`src/ssr_pkg.sv`:
```
/*
  package for the speed step and run select block: function codes, selector values,
  timing and the packed carriers shared by the design.
  assumes a single 25 MHz control clock and contact inputs that arrive asynchronously.
*/
// Functional notes
// - function codes 3,4,5,6 assign step/jog inputs
// - second analog at 2: bit1 swaps master/auxiliary
// - preset index is one plus binary step bits
// - all inputs off selects master: preset one, or first analog when analog source selected
// - steps 2,3 pick preset or auxiliary reference
// - jog select overrides every step combination
// - run source 0..3, default 1, frozen while running
// - source 0 takes operator panel commands
// - source 1 takes terminals, two-wire default
// - two-wire: forward runs while forward input on
// - two-wire: reverse runs while reverse input on
// - ten function params map terminals three to twelve
// - any function 0 selects three-wire, direction input
// - three-wire initialize makes input 3 direction
// - three-wire run held 50 ms then self-holds
// - seventeen speeds: sixteen presets plus jog; the three step bits reach only eight presets
`default_nettype none
package ssr_pkg;
  localparam int          CLK_HZ          = 25_000_000;
  localparam int          HOLD_MS         = 50;
  localparam int          HOLD_CYCLES     = (CLK_HZ / 1000) * HOLD_MS;
  localparam int          NUM_PROG        = 10;
  localparam int          FIRST_PROG_TERM = 3;
  localparam int          NUM_PRESETS     = 16;
  localparam int          SPEED_W         = 16;
  localparam logic [7:0]  FN_THREE_WIRE   = 8'h00;
  localparam logic [7:0]  FN_STEP1        = 8'h03;
  localparam logic [7:0]  FN_STEP2        = 8'h04;
  localparam logic [7:0]  FN_STEP3        = 8'h05;
  localparam logic [7:0]  FN_JOG          = 8'h06;
  localparam logic [7:0]  AN_AUX1         = 8'h02;
  localparam logic [7:0]  AN_AUX2         = 8'h03;
  localparam logic [7:0]  AN_UNUSED       = 8'h1F;
  localparam logic [0:0]  SPD_PRESET      = 1'h0;
  localparam logic [0:0]  SPD_ANALOG      = 1'h1;
  localparam logic [1:0]  RUN_OPERATOR    = 2'h0;
  localparam logic [1:0]  RUN_TERMINALS   = 2'h1;
  localparam logic [1:0]  RUN_SERIAL      = 2'h2;
  localparam logic [1:0]  RUN_OPTION      = 2'h3;
  localparam logic [1:0]  RUN_SRC_RESET   = RUN_TERMINALS;
  localparam logic [4:0]  JOG_INDEX       = 5'h10;
  localparam logic [4:0]  IDX_RESET       = 5'h00;

  typedef enum logic [1:0] {
    SSR_SRC_PRESET,
    SSR_SRC_AN1,
    SSR_SRC_AN2,
    SSR_SRC_AN3
  } ssr_ref_src_t;

  typedef struct packed {
    logic run;
    logic stop;
    logic jog;
    logic reverse;
  } ssr_cmd_t;

  typedef struct packed {
    logic       running;
    logic       reverse;
    logic       jog;
    logic [1:0] source;
  } ssr_run_t;
endpackage
`default_nettype wire

```
`src/ssr_select.sv`:
```
/*
  speed step and run select: decodes contact inputs into a speed reference
  and a run/direction command from the selected source.
  assumes contact inputs are asynchronous, parameters are static per operation,
  serial and option commands arrive already on this clock.
*/
`default_nettype none
module ssr_select #(
  parameter int HOLD_CYC = ssr_pkg::HOLD_CYCLES,
  parameter int SPD_W    = ssr_pkg::SPEED_W
) (
  input  wire logic                          clock,
  input  wire logic                          rst_n,
  input  wire logic                          forward_run_input,
  input  wire logic                          reverse_run_input,
  input  wire logic [ssr_pkg::NUM_PROG-1:0]  prog_input,
  input  wire logic [ssr_pkg::NUM_PROG*8-1:0] input_function_params,
  input  wire logic                          initialize_three_wire,
  input  wire logic [0:0]                    speed_source_select,
  input  wire logic [1:0]                    run_source_select,
  input  wire logic [7:0]                    second_analog_function,
  input  wire logic [7:0]                    third_analog_function,
  input  wire logic [SPD_W*ssr_pkg::NUM_PRESETS-1:0] preset_speeds,
  input  wire logic [SPD_W-1:0]              jog_preset_speed,
  input  wire logic [SPD_W-1:0]              analog_in_first,
  input  wire logic [SPD_W-1:0]              analog_in_second,
  input  wire logic [SPD_W-1:0]              analog_in_third,
  input  wire ssr_pkg::ssr_cmd_t             operator_cmd,
  input  wire ssr_pkg::ssr_cmd_t             serial_cmd,
  input  wire ssr_pkg::ssr_cmd_t             option_cmd,
  output logic [SPD_W-1:0]                   speed_ref,
  output logic [4:0]                         speed_index,
  output ssr_pkg::ssr_ref_src_t              speed_ref_src,
  output ssr_pkg::ssr_run_t                  run_status,
  output logic                               three_wire_mode
);
  import ssr_pkg::*;

  localparam int HC = (HOLD_CYC < 1) ? 1 : HOLD_CYC;
  localparam int CW = $clog2(HC + 1);
  localparam logic [CW-1:0] HOLD_MAX = CW'(HC);

  // two-stage synchronizers: first stage read only by second
  localparam int NS = NUM_PROG + 2;
  logic [NS-1:0] meta_r;
  logic [NS-1:0] sync_r;
  logic [NS-1:0] meta_nxt;
  logic [NS-1:0] sync_nxt;

  always_comb begin
    meta_nxt = rst_n ? {reverse_run_input, forward_run_input, prog_input} : '0;
    sync_nxt = rst_n ? meta_r : '0;
  end

  always_ff @(posedge clock) begin
    meta_r <= meta_nxt;
    sync_r <= sync_nxt;
  end

  logic                fwd_s;
  logic                rev_s;
  logic [NUM_PROG-1:0] prog_s;
  assign fwd_s  = sync_r[NUM_PROG];
  assign rev_s  = sync_r[NUM_PROG+1];
  assign prog_s = sync_r[NUM_PROG-1:0];

  // per-terminal function decode, terminal k+3 owns parameter k
  logic [NUM_PROG-1:0] is_s1;
  logic [NUM_PROG-1:0] is_s2;
  logic [NUM_PROG-1:0] is_s3;
  logic [NUM_PROG-1:0] is_jog;
  logic [NUM_PROG-1:0] is_dir;
  genvar g;
  generate
    for (g = 0; g < NUM_PROG; g++) begin : g_term
      logic [7:0] fn;
      assign fn        = input_function_params[g*8 +: 8];
      assign is_s1[g]  = fn == FN_STEP1;
      assign is_s2[g]  = fn == FN_STEP2;
      assign is_s3[g]  = fn == FN_STEP3;
      assign is_jog[g] = fn == FN_JOG;
      assign is_dir[g] = fn == FN_THREE_WIRE;
    end
  endgenerate

  logic b1;
  logic b2;
  logic b3;
  logic jg;
  logic dir_in;
  logic three_wire;
  assign b1         = |(is_s1 & prog_s);
  assign b2         = |(is_s2 & prog_s);
  assign b3         = |(is_s3 & prog_s);
  assign jg         = |(is_jog & prog_s);
  // initialize for three-wire forces terminal 3 as direction input
  assign three_wire = initialize_three_wire | (|is_dir);
  assign dir_in     = initialize_three_wire ? prog_s[0] : |(is_dir & prog_s);

  // speed reference selection
  logic [SPD_W-1:0] spd_r;
  logic [SPD_W-1:0] spd_nxt;
  logic [4:0]       idx_r;
  logic [4:0]       idx_nxt;
  ssr_ref_src_t     src_r;
  ssr_ref_src_t     src_nxt;

  always_comb begin
    idx_nxt = {2'h0, b3, b2, b1};
    src_nxt = SSR_SRC_PRESET;
    if (jg) begin
      idx_nxt = JOG_INDEX;
    end else if (idx_nxt == 5'h00) begin
      if (speed_source_select == SPD_ANALOG) begin
        src_nxt = SSR_SRC_AN1;
      end
    end else if (idx_nxt == 5'h01) begin
      if (second_analog_function == AN_AUX1 || third_analog_function == AN_AUX1) begin
        src_nxt = (second_analog_function == AN_AUX1) ? SSR_SRC_AN2 : SSR_SRC_AN3;
      end
    end else if (idx_nxt == 5'h02) begin
      if (third_analog_function == AN_AUX2) begin
        src_nxt = SSR_SRC_AN3;
      end
    end
    case (src_nxt)
      SSR_SRC_AN1: spd_nxt = analog_in_first;
      SSR_SRC_AN2: spd_nxt = analog_in_second;
      SSR_SRC_AN3: spd_nxt = analog_in_third;
      default:     spd_nxt = jg ? jog_preset_speed : preset_speeds[idx_nxt[3:0]*SPD_W +: SPD_W];
    endcase
    if (!rst_n) begin
      idx_nxt = IDX_RESET;
      src_nxt = SSR_SRC_PRESET;
      spd_nxt = '0;
    end
  end

  always_ff @(posedge clock) begin
    idx_r <= idx_nxt;
    src_r <= src_nxt;
    spd_r <= spd_nxt;
  end

  // run command handling
  logic            run_r;
  logic            run_nxt;
  logic            rev_dir_r;
  logic            rev_dir_nxt;
  logic            jog_run_r;
  logic            jog_run_nxt;
  logic [1:0]      rsrc_r;
  logic [1:0]      rsrc_nxt;
  logic            tw_r;
  logic            tw_nxt;
  logic [CW-1:0]   hold_r;
  logic [CW-1:0]   hold_nxt;
  ssr_cmd_t        ext;

  always_comb begin
    case (rsrc_r)
      RUN_OPERATOR: ext = operator_cmd;
      RUN_SERIAL:   ext = serial_cmd;
      default:      ext = option_cmd;
    endcase
  end

  always_comb begin
    run_nxt     = run_r;
    rev_dir_nxt = rev_dir_r;
    jog_run_nxt = 1'b0;
    hold_nxt    = hold_r;
    tw_nxt      = three_wire;
    // source may only change while stopped
    rsrc_nxt    = run_r ? rsrc_r : run_source_select;
    if (rsrc_r == RUN_TERMINALS) begin
      if (!three_wire) begin
        hold_nxt = '0;
        if (fwd_s && !rev_s) begin
          run_nxt     = 1'b1;
          rev_dir_nxt = 1'b0;
        end else if (rev_s && !fwd_s) begin
          run_nxt     = 1'b1;
          rev_dir_nxt = 1'b1;
        end else begin
          run_nxt = 1'b0;
        end
        jog_run_nxt = run_nxt & jg;
      end else begin
        // pulse shorter than hold time is ignored, filters contact bounce
        hold_nxt = fwd_s ? ((hold_r == HOLD_MAX) ? hold_r : hold_r + CW'(1)) : '0;
        if (!rev_s) begin
          run_nxt = 1'b0;
        end else if (hold_nxt == HOLD_MAX) begin
          run_nxt = 1'b1;
        end
        rev_dir_nxt = dir_in;
        jog_run_nxt = run_nxt & jg;
      end
    end else begin
      hold_nxt = '0;
      if (ext.stop) begin
        run_nxt = 1'b0;
      end else if (ext.run || ext.jog) begin
        run_nxt = 1'b1;
      end
      rev_dir_nxt = ext.reverse;
      jog_run_nxt = run_nxt & ext.jog;
    end
    if (!rst_n) begin
      run_nxt     = 1'b0;
      rev_dir_nxt = 1'b0;
      jog_run_nxt = 1'b0;
      hold_nxt    = '0;
      rsrc_nxt    = RUN_SRC_RESET;
      tw_nxt      = 1'b0;
    end
  end

  always_ff @(posedge clock) begin
    run_r     <= run_nxt;
    rev_dir_r <= rev_dir_nxt;
    jog_run_r <= jog_run_nxt;
    hold_r    <= hold_nxt;
    rsrc_r    <= rsrc_nxt;
    tw_r      <= tw_nxt;
  end

  assign speed_ref       = spd_r;
  assign speed_index     = idx_r;
  assign speed_ref_src   = src_r;
  assign run_status      = '{running: run_r, reverse: rev_dir_r, jog: jog_run_r, source: rsrc_r};
  assign three_wire_mode = tw_r;

  // assertions
  property p_jog_prio;
    @(posedge clock) disable iff (!rst_n) jg |=> speed_index == JOG_INDEX;
  endproperty
  a_jog_prio: assert property (p_jog_prio) else $error("jog not given priority");
  property p_jog_speed;
    @(posedge clock) disable iff (!rst_n) jg |=> speed_ref == $past(jog_preset_speed);
  endproperty
  a_jog_speed: assert property (p_jog_speed) else $error("jog speed not used");
  property p_step_idx;
    @(posedge clock) disable iff (!rst_n) !jg |=> speed_index == {2'h0, $past(b3), $past(b2), $past(b1)};
  endproperty
  a_step_idx: assert property (p_step_idx) else $error("step index mismatch");
  property p_master;
    @(posedge clock) disable iff (!rst_n)
      (!jg && !b1 && !b2 && !b3 && speed_source_select == SPD_PRESET) |=> speed_ref_src == SSR_SRC_PRESET && speed_index == 5'h00;
  endproperty
  a_master: assert property (p_master) else $error("master preset not chosen");
  property p_aux1;
    @(posedge clock) disable iff (!rst_n)
      (!jg && b1 && !b2 && !b3 && second_analog_function == AN_AUX1) |=> speed_ref_src == SSR_SRC_AN2;
  endproperty
  a_aux1: assert property (p_aux1) else $error("auxiliary switch missed");
  property p_aux2;
    @(posedge clock) disable iff (!rst_n)
      (!jg && !b1 && b2 && !b3 && third_analog_function == AN_AUX2) |=> speed_ref_src == SSR_SRC_AN3;
  endproperty
  a_aux2: assert property (p_aux2) else $error("second auxiliary missed");
  property p_an1;
    @(posedge clock) disable iff (!rst_n)
      (!jg && !b1 && !b2 && !b3 && speed_source_select == SPD_ANALOG)
        |=> speed_ref_src == SSR_SRC_AN1 && speed_ref == $past(analog_in_first);
  endproperty
  a_an1: assert property (p_an1) else $error("first analog not used for step one");
  property p_src_frozen;
    @(posedge clock) disable iff (!rst_n) run_r |=> rsrc_r == $past(rsrc_r);
  endproperty
  a_src_frozen: assert property (p_src_frozen) else $error("run source changed while running");
  property p_two_wire;
    @(posedge clock) disable iff (!rst_n)
      (rsrc_r == RUN_TERMINALS && !three_wire && fwd_s && !rev_s) |=> run_status.running && !run_status.reverse;
  endproperty
  a_two_wire: assert property (p_two_wire) else $error("forward two-wire run missed");
  property p_two_rev;
    @(posedge clock) disable iff (!rst_n)
      (rsrc_r == RUN_TERMINALS && !three_wire && rev_s && !fwd_s) |=> run_status.running && run_status.reverse;
  endproperty
  a_two_rev: assert property (p_two_rev) else $error("reverse two-wire run missed");
  property p_stop3;
    @(posedge clock) disable iff (!rst_n) (rsrc_r == RUN_TERMINALS && three_wire && !rev_s) |=> !run_status.running;
  endproperty
  a_stop3: assert property (p_stop3) else $error("three-wire stop ignored");
  property p_short_pulse;
    @(posedge clock) disable iff (!rst_n)
      (three_wire && rsrc_r == RUN_TERMINALS && !run_r && hold_r < HOLD_MAX - CW'(1)) |=> !run_r;
  endproperty
  a_short_pulse: assert property (p_short_pulse) else $error("run latched before hold time");
  // direction follows the terminal continuously, no latch on the run edge
  property p_three_dir;
    @(posedge clock) disable iff (!rst_n) (rsrc_r == RUN_TERMINALS && three_wire) |=> run_status.reverse == $past(dir_in);
  endproperty
  a_three_dir: assert property (p_three_dir) else $error("three-wire direction not followed");
  property p_ext_stop;
    @(posedge clock) disable iff (!rst_n) (rsrc_r != RUN_TERMINALS && ext.stop) |=> !run_status.running;
  endproperty
  a_ext_stop: assert property (p_ext_stop) else $error("panel or link stop ignored");

  c_jog: cover property (@(posedge clock) disable iff (!rst_n) speed_index == JOG_INDEX);
  c_step8: cover property (@(posedge clock) disable iff (!rst_n) speed_index == 5'h07);
  c_latch3: cover property (@(posedge clock) disable iff (!rst_n) three_wire_mode && $rose(run_r));
  c_serial: cover property (@(posedge clock) disable iff (!rst_n) run_status.running && run_status.source == RUN_SERIAL);
  c_opt_jog: cover property (@(posedge clock) disable iff (!rst_n) run_status.jog && run_status.source == RUN_OPTION);
endmodule
`default_nettype wire

```
`config.mk`:
```
export PLATFORM = sky130hd
export DESIGN_NAME = ssr_select
export DESIGN_NICKNAME = d
export VERILOG_FILES = /design/src/ssr_pkg.sv /design/src/ssr_select.sv
export SDC_FILE = /design/constraint.sdc
export NUM_CORES = 1
export LEC_CHECK = 0
export BUFFER_PORTS_ARGS = -buffer_cell sky130_fd_sc_hd__buf_2
export CAP_MARGIN = 5
export CORE_AREA = 2 2 185 187
export CTS_CLUSTER_SIZE = 16
export DETAILED_ROUTE_END_ITERATION = 6
export DIE_AREA = 0 0 187 189
export GPL_TIMING_DRIVEN = 1
export PLACE_DENSITY = 0.38
export SKIP_LAST_GASP = 1
export SLEW_MARGIN = 5
export SYNTH_ARGS = -nofsm -noshare
export SYNTH_HDL_FRONTEND = slang
export SYNTH_SLANG_ARGS = --single-unit
```
`constraint.sdc`:
```
create_clock -name clock -period 7.2 [get_ports clock]
set_input_delay 0.36 -clock clock [delete_from_list [all_inputs] [get_ports clock]]
set_output_delay 0.36 -clock clock [all_outputs]
set_load 0.05 [all_outputs]
```
==> flow_summary.ini, run 1 <==
[power]
p_leak_nw = 3.26
irDropWorstVdd_uv = 82.7
power_density_nw_per_um2 = 145

[cells_and_area]
syn_to_final_growth_pct = 45.9
final_layout_size_suffix_gt1_share_pct = 41.1
layout.cells.non_filler = 1459
layout.nets = 1454

[critical_path]
required_ns = 7.41
cp-start-kind = flip-flop
critPathKind = reg2reg
crit_path_end = speed_ref[12]$_SDFF_PN0_
crit_chain = nand3b_1, nor3_1, a2111oi_0, nand3_1, a211oi_4, a31oi_1, o221ai_1, a211oi_2
slowest_stage = a211oi_4
r2r.worst_path.cells = 8
cp_max_fo = 16
crit-reg2reg-capture = speed_ref[12]$_SDFF_PN0_
critical-path-max-stage-delay_ns = 1.01
worstPathArrival_ns = 4.01
crit_path_end_kind = flip-flop
r2r-start = sync_r[6]$_SDFF_PN0_
reg2reg_slack_ns = 3.40
crit_path_start = sync_r[6]$_SDFF_PN0_

[logic_synthesis]
synthArstFlopShare_pct = 0
synth_top_family_by_area = simple AND/OR/NAND/NOR gates
synthFlopType = dfxtp_1
postSynthCellCount = 686
synth_area_sq_um = 5360
post_synth_num_cell_types = 68
ys_ff_latch = 73
yosys-top-cells-area = dfxtp_1 (27%), nand3_1 (5.3%), nand2_1 (4.5%)
synthSimpleGateAreaFrac_pct = 31.7
synth_most_common_cell = dfxtp_1
syn_avg_cell_area_sq_um = 7.82
synth_edf_count = 0
yosys_warnings = 0
synth_xor_area_share_pct = 3.92
synth_compound_area_share_pct = 23.0
synth_top_area_share_pct = 27.2
yosysSeqAreaShare_pct = 27.2
synthTopCellsByCount = dfxtp_1 (73), nand2_1 (65), nand3_1 (57)
synth_nets = 1135
yosys.area.top_type = dfxtp_1
muxShareOfSynthArea_pct = 8.14
synthAdderAreaFrac_pct = 0.700

[min_path]
hp-start = forward_run_input
min_path_type = in2reg

[timing]
finalSetupViolCount = 0
min_period_ns = 3.80
post-route-period-util_pct = 52.7
worst_pin_slew_ns = 1.11
rsz0062_at_grt = no
slew_headroom_pct = 25.6
finalHoldViolCount = 0
finalClockSkew_ns = 0.0120
report.final.slew_viol_count = 0
fmax_ghz = 0.263
setup_tns_ns = 0

[placed_design]
port_buffers = 345
dp.cells = 1442
globalplace.congestion = 0.835
dp_hpwl_um = 24800

[grt]
track_usage_pct = 16.3
grt_pass1_wl_um = 42700
grt.overflow.total = 0
first_global_vias = 6746
antenna_found_initial = 14
grt_start_max_net_pins = 53

[floorplan]
fp.dieArea_sq_um = 35300
ioPinCount = 475
core_sq_um = 33300
start_util_pct = 16.1
die_h_um = 189
die_width_um = 187
num_rows = 67

[clock_network]
clk_pin_slew_worst_paths_ns = 0.06
clock_sinks = 73
cts_tree = built
clock_latency_ns = 0.34
cts_setup_buffers = 0
post_cts_resized = 0
root_buffer = clkbuf_16
hold_buffers = 0
numCtsBuffers = 9
clk_path_buf_depth = 2
h-tree-depth = 3

[routing]
drt-initial-drc-count = 275
routedWlPerCell_um = 20.2
viasPerCell = 4.54
drtAntennaViolNets = 0
drt-pass1-iter-count = 4
drt-total-wl_um = 29500
drc = 0
num_vias = 6626

[run_status]
status = complete, no violations

[run]
cap_viol_max_count = 0
==> layer usage <==
layer | global-route usage (%) | wire (um)
met1 | 20.2 | 12700
met2 | 27.4 | 13600
met3 | 5.88 | 2950
met4 | 2.69 | 268
met5 | 0 | 43
==> stage by stage <==
step | total power (W) | hold WS, ns | util [%] | worst slack [ns] | instance area (sq um)
2_1_floorplan | 0.000551 | 0.412 | - | 4.45 | 5360
3_3_place_gp | 0.000688 | 0.415 | 22.6 | 3.28 | 7520
3_5_place_dp | 0.000689 | 0.426 | 22.6 | 3.28 | 7520
4_1_cts | 0.00117 | 0.209 | 23.5 | 3.48 | 7820
5_1_grt | 0.00120 | 0.217 | 23.5 | 3.23 | 7820
6_report | 0.00114 | 0.226 | 23.5 | 3.40 | 7830
==> critical path, delay by kind of cell, from the launching register on <==
| family | cells | cell delay, ns |
|---|---|---|
| AO/OA/AOI/OAI | 5 | 2.45 |
| flip-flops | 1 | 0.36 |
| AND/OR/NAND/NOR | 3 | 0.86 |
==> flip-flops by register name, summed over array words and instances, names as in the netlist <==
register,cells
hold_r,21
jog_run_r,1
meta_r,12
rev_dir_r,1
rsrc_r,2
run_r,1
speed_index,4
speed_ref,16
speed_ref_src,2
sync_r,12
three_wire_mode,1
==> report_power, final <==
part / internal (W) / total [W] / switching (W) / leakage [nW]
Sequential: 0.000420 / 0.000430 / 0.0000103 / 0.600
Combinational: 0.000112 / 0.000246 / 0.000134 / 2.52
Clock: 0.000277 / 0.000461 / 0.000184 / 0.142
Total: 0.000809 / 0.00114 / 0.000329 / 3.26
==> worst min-delay path by stage <==
stage / end / slack (ns) / cells after the start
2_1_floorplan: sync_r[0]$_SDFF_PN0_ / 0.41 / 1
6_report: meta_r[10]$_SDFF_PN0_ / 0.23 / 2
3_5_place_dp: sync_r[10]$_SDFF_PN0_ / 0.43 / 1
4_1_cts: meta_r[10]$_SDFF_PN0_ / 0.21 / 2
5_1_grt: meta_r[10]$_SDFF_PN0_ / 0.22 / 2
3_3_place_gp: sync_r[10]$_SDFF_PN0_ / 0.42 / 1
==> cell usage in the layout, fill, tap and decap left out, types with 8 or more instances in the layout <==
cell | netlist | routed
buf_2 | 6 | 345
nor2_1 | 49 | 48
xor2_1 | 11 | 11
nand2_1 | 65 | 65
clkbuf_16 | 0 | 9
nand3b_1 | 8 | 8
and2_1 | 31 | 31
nand3_1 | 57 | 57
o22a_1 | 16 | 16
or4_1 | 9 | 9
mux2i_1 | 20 | 20
dfxtp_1 | 73 | 73
a211oi_1 | 23 | 23
a211oi_2 | 11 | 10
o21ai_0 | 40 | 40
a31oi_1 | 19 | 18
mux2_2 | 18 | 18
and3_1 | 15 | 15
nor3_1 | 23 | 21
nand4_1 | 11 | 11
or3_1 | 12 | 12
buf_4 | 6 | 9
xnor2_1 | 13 | 13
inv_1 | 13 | 13
nor4_1 | 13 | 13
o221ai_1 | 18 | 18
==> cell type report <==
type	instances	area (sq um)
clock buffer	11	243
inverter	14	52.6
tap	448	561
fill	3764	25500
sequential	73	1460
timing repair buffer	354	1790
clock inverter	5	55.1
antenna	1	2.50
multi-input combinational	553	3660
==> logic make-up after synthesis <==
family | after synthesis
AO/OA/AOI/OAI | 162
XOR/XNOR | 24
adder cells (fa/ha/maj) | 3
buffers and inverters | 60
flip-flops | 73
multiplexers | 40
other | 1
AND/OR/NAND/NOR | 323
Note: power is estimated with default switching activity, not from simulation.
==> run 2: changes to the inputs <==
--- a/config.mk
+++ b/config.mk
@@ -7,10 +7,10 @@
 export LEC_CHECK = 0
 export BUFFER_PORTS_ARGS = -buffer_cell sky130_fd_sc_hd__buf_2
 export CAP_MARGIN = 5
-export CORE_AREA = 2 2 185 187
+export CORE_AREA = 2 2 186 188
 export CTS_CLUSTER_SIZE = 16
 export DETAILED_ROUTE_END_ITERATION = 6
-export DIE_AREA = 0 0 187 189
+export DIE_AREA = 0 0 188 190
 export GPL_TIMING_DRIVEN = 1
 export PLACE_DENSITY = 0.38
 export SKIP_LAST_GASP = 1
==> constraint.sdc (replaced) <==
create_clock -name clock -period 3.9 [get_ports clock]
set_input_delay 0.195 -clock clock [delete_from_list [all_inputs] [get_ports clock]]
set_output_delay 0.195 -clock clock [all_outputs]
set_load 0.05 [all_outputs]
==> flow_summary.ini, run 2 (synthesized netlist as in run 1, its figures left out) <==
[run_status]
status = complete, no violations

[critical_path]
reg2reg_slack_ns = 0.30
crit_chain = nand3b_1, nor3_1, a2111oi_0, nand3_1, a31oi_2, o22a_1, a211oi_1, a211oi_1
cp-start-kind = flip-flop
worstPathArrival_ns = 3.81
cp_top_family = compound AO/OA/AOI/OAI gates
critical-path-max-stage-delay_ns = 0.94
crit_path_end_kind = flip-flop
cp_max_fo = 16
cp_common_cell = a211oi_1
critPathKind = reg2reg
slowest_stage = a31oi_2
required_ns = 4.11
crit_buf_inv = 0

[min_path]
min_path_type = in2reg

[routing]
drt-pass1-iter-count = 5
routedWlPerCell_um = 19.4
drt-initial-drc-count = 326
drc = 0
drt-total-wl_um = 28600
drtAntennaViolNets = 0
viasPerCell = 4.50
num_vias = 6660

[clock_network]
cts_setup_buffers = 0
root_buffer = clkbuf_16
clock_latency_ns = 0.34
numCtsBuffers = 9
clock_sinks = 73
cts_tree = built
clk_path_buf_depth = 2
post_cts_resized = 0
clk_pin_slew_worst_paths_ns = 0.06
h-tree-depth = 3
hold_buffers = 0

[floorplan]
core_sq_um = 33900
start_util_pct = 15.8
num_rows = 68
die_width_um = 188
ioPinCount = 475
die_h_um = 190
fp.dieArea_sq_um = 35700

[placed_design]
globalplace.congestion = 0.835
port_buffers = 345
dp_hpwl_um = 24200

[timing]
setup_tns_ns = 0
worst_pin_slew_ns = 1.11
finalClockSkew_ns = 0.00841
min_period_ns = 3.60
finalHoldViolCount = 0
report.final.slew_viol_count = 0
finalSetupViolCount = 0
hold_ws_ns = 0.0671
rsz0062_at_grt = no
fmax_ghz = 0.278
post-route-period-util_pct = 92.4
slew_headroom_pct = 24.0

[power]
p_leak_nw = 3.33
power_density_nw_per_um2 = 268
irDropWorstVdd_uv = 156

[grt]
grt.overflow.total = 0
first_global_vias = 6570
grt_start_max_net_pins = 32
antenna_found_initial = 6
track_usage_pct = 15.6
grt_pass1_wl_um = 41400

[cells_and_area]
layout.nets = 1466
final_cell_mix = buf_2 (345), dfxtp_1 (73), nand2_1 (65), nand3_1 (57), nor2_1 (48)
top_register = hold_r
final_layout_size_suffix_gt1_share_pct = 41.9
final_common_cell = buf_2
largest_register_ffs = 21
syn_to_final_growth_pct = 48.5

[run]
cap_viol_max_count = 0
==> run 2: through the flow <==
step                      area (sq um)  setup slack (ns)  util (%)  total power, W  cells
after floorplan                   5360              1.32         -         0.00102    686
after CTS                         7960             0.369      23.5         0.00219   1477
after detailed placement          7650             0.337      22.5         0.00128   1461
after global routing              7970             0.148      23.5         0.00226   1478
after global placement            7650             0.228      22.5         0.00128   1461
final                             7970             0.297      23.5         0.00214   1479
==> run 2: worst paths after layout <==
path                             start                  endpoint  depth (start not counted)
hold reg to reg   meta_r[5]$_SDFF_PN0_      sync_r[5]$_SDFF_PN0_                          1
hold / removal       reverse_run_input     meta_r[11]$_SDFF_PN0_                          2
setup / recovery  sync_r[6]$_SDFF_PN0_  speed_ref[14]$_SDFF_PN0_                          8
setup reg to reg  sync_r[6]$_SDFF_PN0_  speed_ref[14]$_SDFF_PN0_                          8
==> run 2: routing by layer <==
layer  GRT usage (%)  share of wire, %  vias to the layer above
li1                -                 -                     3254
met1            20.7                46                     3057
met2            25.7                45                      324
met3            3.82               8.1                       21
met4            3.30              0.93                        4
met5               0             0.094                        -
==> run 2: cell type report <==
cell class / instances / area [sq um]
Clock buffer: 12 / 256
Sequential cell: 73 / 1460
Inverter: 14 / 52.6
Clock inverter: 4 / 51.3
Timing Repair Buffer: 366 / 1910
Fill cell: 3781 / 26000
Tap cell: 455 / 569
Antenna cell: 2 / 5.00
Multi-Input combinational cell: 553 / 3660
==> run 2: worst reg2reg max path, delay by kind of cell, from the launching register on <==
kind	cells	cell delay, ns
AO/OA/AOI/OAI	5	2.54
flip-flops	1	0.35
AND/OR/NAND/NOR	3	0.59
==> run 2: where the power goes <==
part,total (W),switching (W),internal [W],leakage [nW]
Clock,0.000877,0.000346,0.000532,0.149
Sequential,0.000797,0.0000216,0.000775,0.600
Combinational,0.000462,0.000252,0.000210,2.59
Total,0.00214,0.000619,0.00152,3.33
==> run 3: changes to the inputs <==
--- a/config.mk
+++ b/config.mk
@@ -5,14 +5,14 @@
 export SDC_FILE = /design/constraint.sdc
 export NUM_CORES = 1
 export LEC_CHECK = 0
-export BUFFER_PORTS_ARGS = -buffer_cell sky130_fd_sc_hd__buf_2
 export CAP_MARGIN = 5
-export CORE_AREA = 2 2 186 188
+export CORE_AREA = 2 2 183 185
 export CTS_CLUSTER_SIZE = 16
 export DETAILED_ROUTE_END_ITERATION = 6
-export DIE_AREA = 0 0 188 190
+export DIE_AREA = 0 0 185 187
+export DONT_BUFFER_PORTS = 1
 export GPL_TIMING_DRIVEN = 1
-export PLACE_DENSITY = 0.38
+export PLACE_DENSITY = 0.3
 export SKIP_LAST_GASP = 1
 export SLEW_MARGIN = 5
 export SYNTH_ARGS = -nofsm -noshare
==> constraint.sdc (replaced) <==
create_clock -name clock -period 4.08 [get_ports clock]
set_input_delay 0.204 -clock clock [delete_from_list [all_inputs] [get_ports clock]]
set_output_delay 0.204 -clock clock [all_outputs]
set_load 0.05 [all_outputs]
==> flow_summary.ini, run 3 (synthesized netlist as in run 1, its figures left out) <==
[grt]
grt_pass1_wl_um = 40700
grt_start_max_net_pins = 34
antenna_found_initial = 12
first_global_vias = 5653
track_usage_pct = 16.6
grt.overflow.total = 0

[clock_network]
cts_tree = built
numCtsBuffers = 9
clock_latency_ns = 0.35
root_buffer = clkbuf_16
clk_path_buf_depth = 2
clock_sinks = 73
post_cts_resized = 0
h-tree-depth = 3
cts_setup_buffers = 0
clk_pin_slew_worst_paths_ns = 0.07

[critical_path]
cp_top_family = compound AO/OA/AOI/OAI gates
r2r.worst_path.cells = 9
slowest_stage = a2111oi_0
crit-reg2reg-capture = speed_ref[14]$_SDFF_PN0_
crit_path_start = sync_r[6]$_SDFF_PN0_
critical-path-max-stage-delay_ns = 0.81
worstPathArrival_ns = 3.96
cp_max_fo = 16
reg2reg_slack_ns = 0.36
critPathKind = reg2reg
crit_buf_inv = 1
r2r-start = sync_r[6]$_SDFF_PN0_
crit_chain = nand3b_1, nor3_1, a2111oi_0, nand3_1, buf_4, a31oi_2, o22a_1, a211oi_1, a211oi_1
crit_path_end_kind = flip-flop
cp-start-kind = flip-flop
required_ns = 4.33
cp_common_cell = a211oi_1

[cells_and_area]
fin_area_sq_um = 6350
layout.nets = 1137
syn_to_final_growth_pct = 18.4
utilization_pct = 19.3
final_cell_mix = dfxtp_1 (73), nand2_1 (65), nand3_1 (57), nor2_1 (48), o21ai_0 (40)
final_layout_size_suffix_gt1_share_pct = 12.3
largest_register_ffs = 21
final_common_cell = dfxtp_1
top_register = hold_r

[placed_design]
place_ws_ns = 0.388
dp_hpwl_um = 24800
port_buffers = 0
placed_cell_area_sq_um = 5900
globalplace.congestion = 0.846

[timing]
hold_ws_ns = 0.0349
rsz0062_at_grt = no
finalHoldViolCount = 0
report.final.slew_viol_count = 0
finalSetupViolCount = 0
finalWorstSetupSlack_ns = 0.363
worst_pin_slew_ns = 1.02
post-route-period-util_pct = 91.1
slew_headroom_pct = 30.1
finalClockSkew_ns = 0.00892
fmax_ghz = 0.269
setup_tns_ns = 0
min_period_ns = 3.72

[floorplan]
die_width_um = 185
num_rows = 67
start_util_pct = 16.3
fp.dieArea_sq_um = 34600
die_h_um = 187
core_sq_um = 32900
ioPinCount = 475

[power]
p_leak_nw = 2.02
power_density_nw_per_um2 = 296
irDropWorstVdd_uv = 142

[min_path]
hp-start = prog_input[4]
hold_depth = 1
min_to = meta_r[4]$_SDFF_PN0_
min_path_type = in2reg

[routing]
drt-total-wl_um = 29600
drc = 0
drtAntennaViolNets = 0
viasPerCell = 4.84
drt-initial-drc-count = 212
drt-pass1-iter-count = 5
routedWlPerCell_um = 25.9
num_vias = 5534

[run_status]
status = complete, no violations

[run]
cap_viol_max_count = 0
[run 3: cell types whose count changed in the layout (fill, tap and decap cells not counted), sizes merged]
cell	change
buf	-343
clkbuf	-3
clkinv	-1
diode	+1
dlygate4sd3	+14
inv	+4
[run 3: through the flow]
stage | cells | total power (W)
6_report | 1144 | 0.00188
3_5_place_dp | 1111 | 0.00103
4_1_cts | 1140 | 0.00193
3_3_place_gp | 1111 | 0.00103
2_1_floorplan | 686 | 0.000972
5_1_grt | 1142 | 0.00197
[run 3: final cells by class]
| class | count | area (sq um) |
|---|---|---|
| antenna | 3 | 7.51 |
| clock buffer | 9 | 225 |
| clock inverter | 7 | 83.8 |
| fill | 3714 | 26500 |
| inverter | 14 | 52.6 |
| multi-input combinational | 553 | 3650 |
| sequential | 73 | 1460 |
| tap | 448 | 561 |
| timing repair buffer | 37 | 313 |
[run 3: what timing repair did]
action / in CTS / in global routing
hold buffers: 13 / 1
endpoints found under the hold margin: 26 / 1
endpoints found under the setup margin: 0 / 0
[run 3: routing by layer]
layer / global-route usage (%) / up-vias / share of wire, %
met5: 0 / - / 0.12
met4: 3.45 / 6 / 1.8
met3: 6.39 / 33 / 11
met2: 26.2 / 332 / 44
met1: 21.5 / 2579 / 43
li1: - / 2584 / -
[run 3: worst max-delay path by stage]
stage                                to  slack, ns  cells after the start
3_5_place_dp   speed_ref[13]$_SDFF_PN0_       0.39                      8
6_report       speed_ref[14]$_SDFF_PN0_       0.36                      9
3_3_place_gp   speed_ref[13]$_SDFF_PN0_       0.38                      8
2_1_floorplan  speed_ref[10]$_SDFF_PN0_       1.49                      9
4_1_cts        speed_ref[13]$_SDFF_PN0_       0.37                      8
5_1_grt        speed_ref[14]$_SDFF_PN0_       0.22                      9
[run 3: where the power goes]
part	internal [W]	switching, W	total (W)
combinational	0.0000948	0.000115	0.000209
sequential	0.000741	0.0000790	0.000820
clock	0.000486	0.000362	0.000849
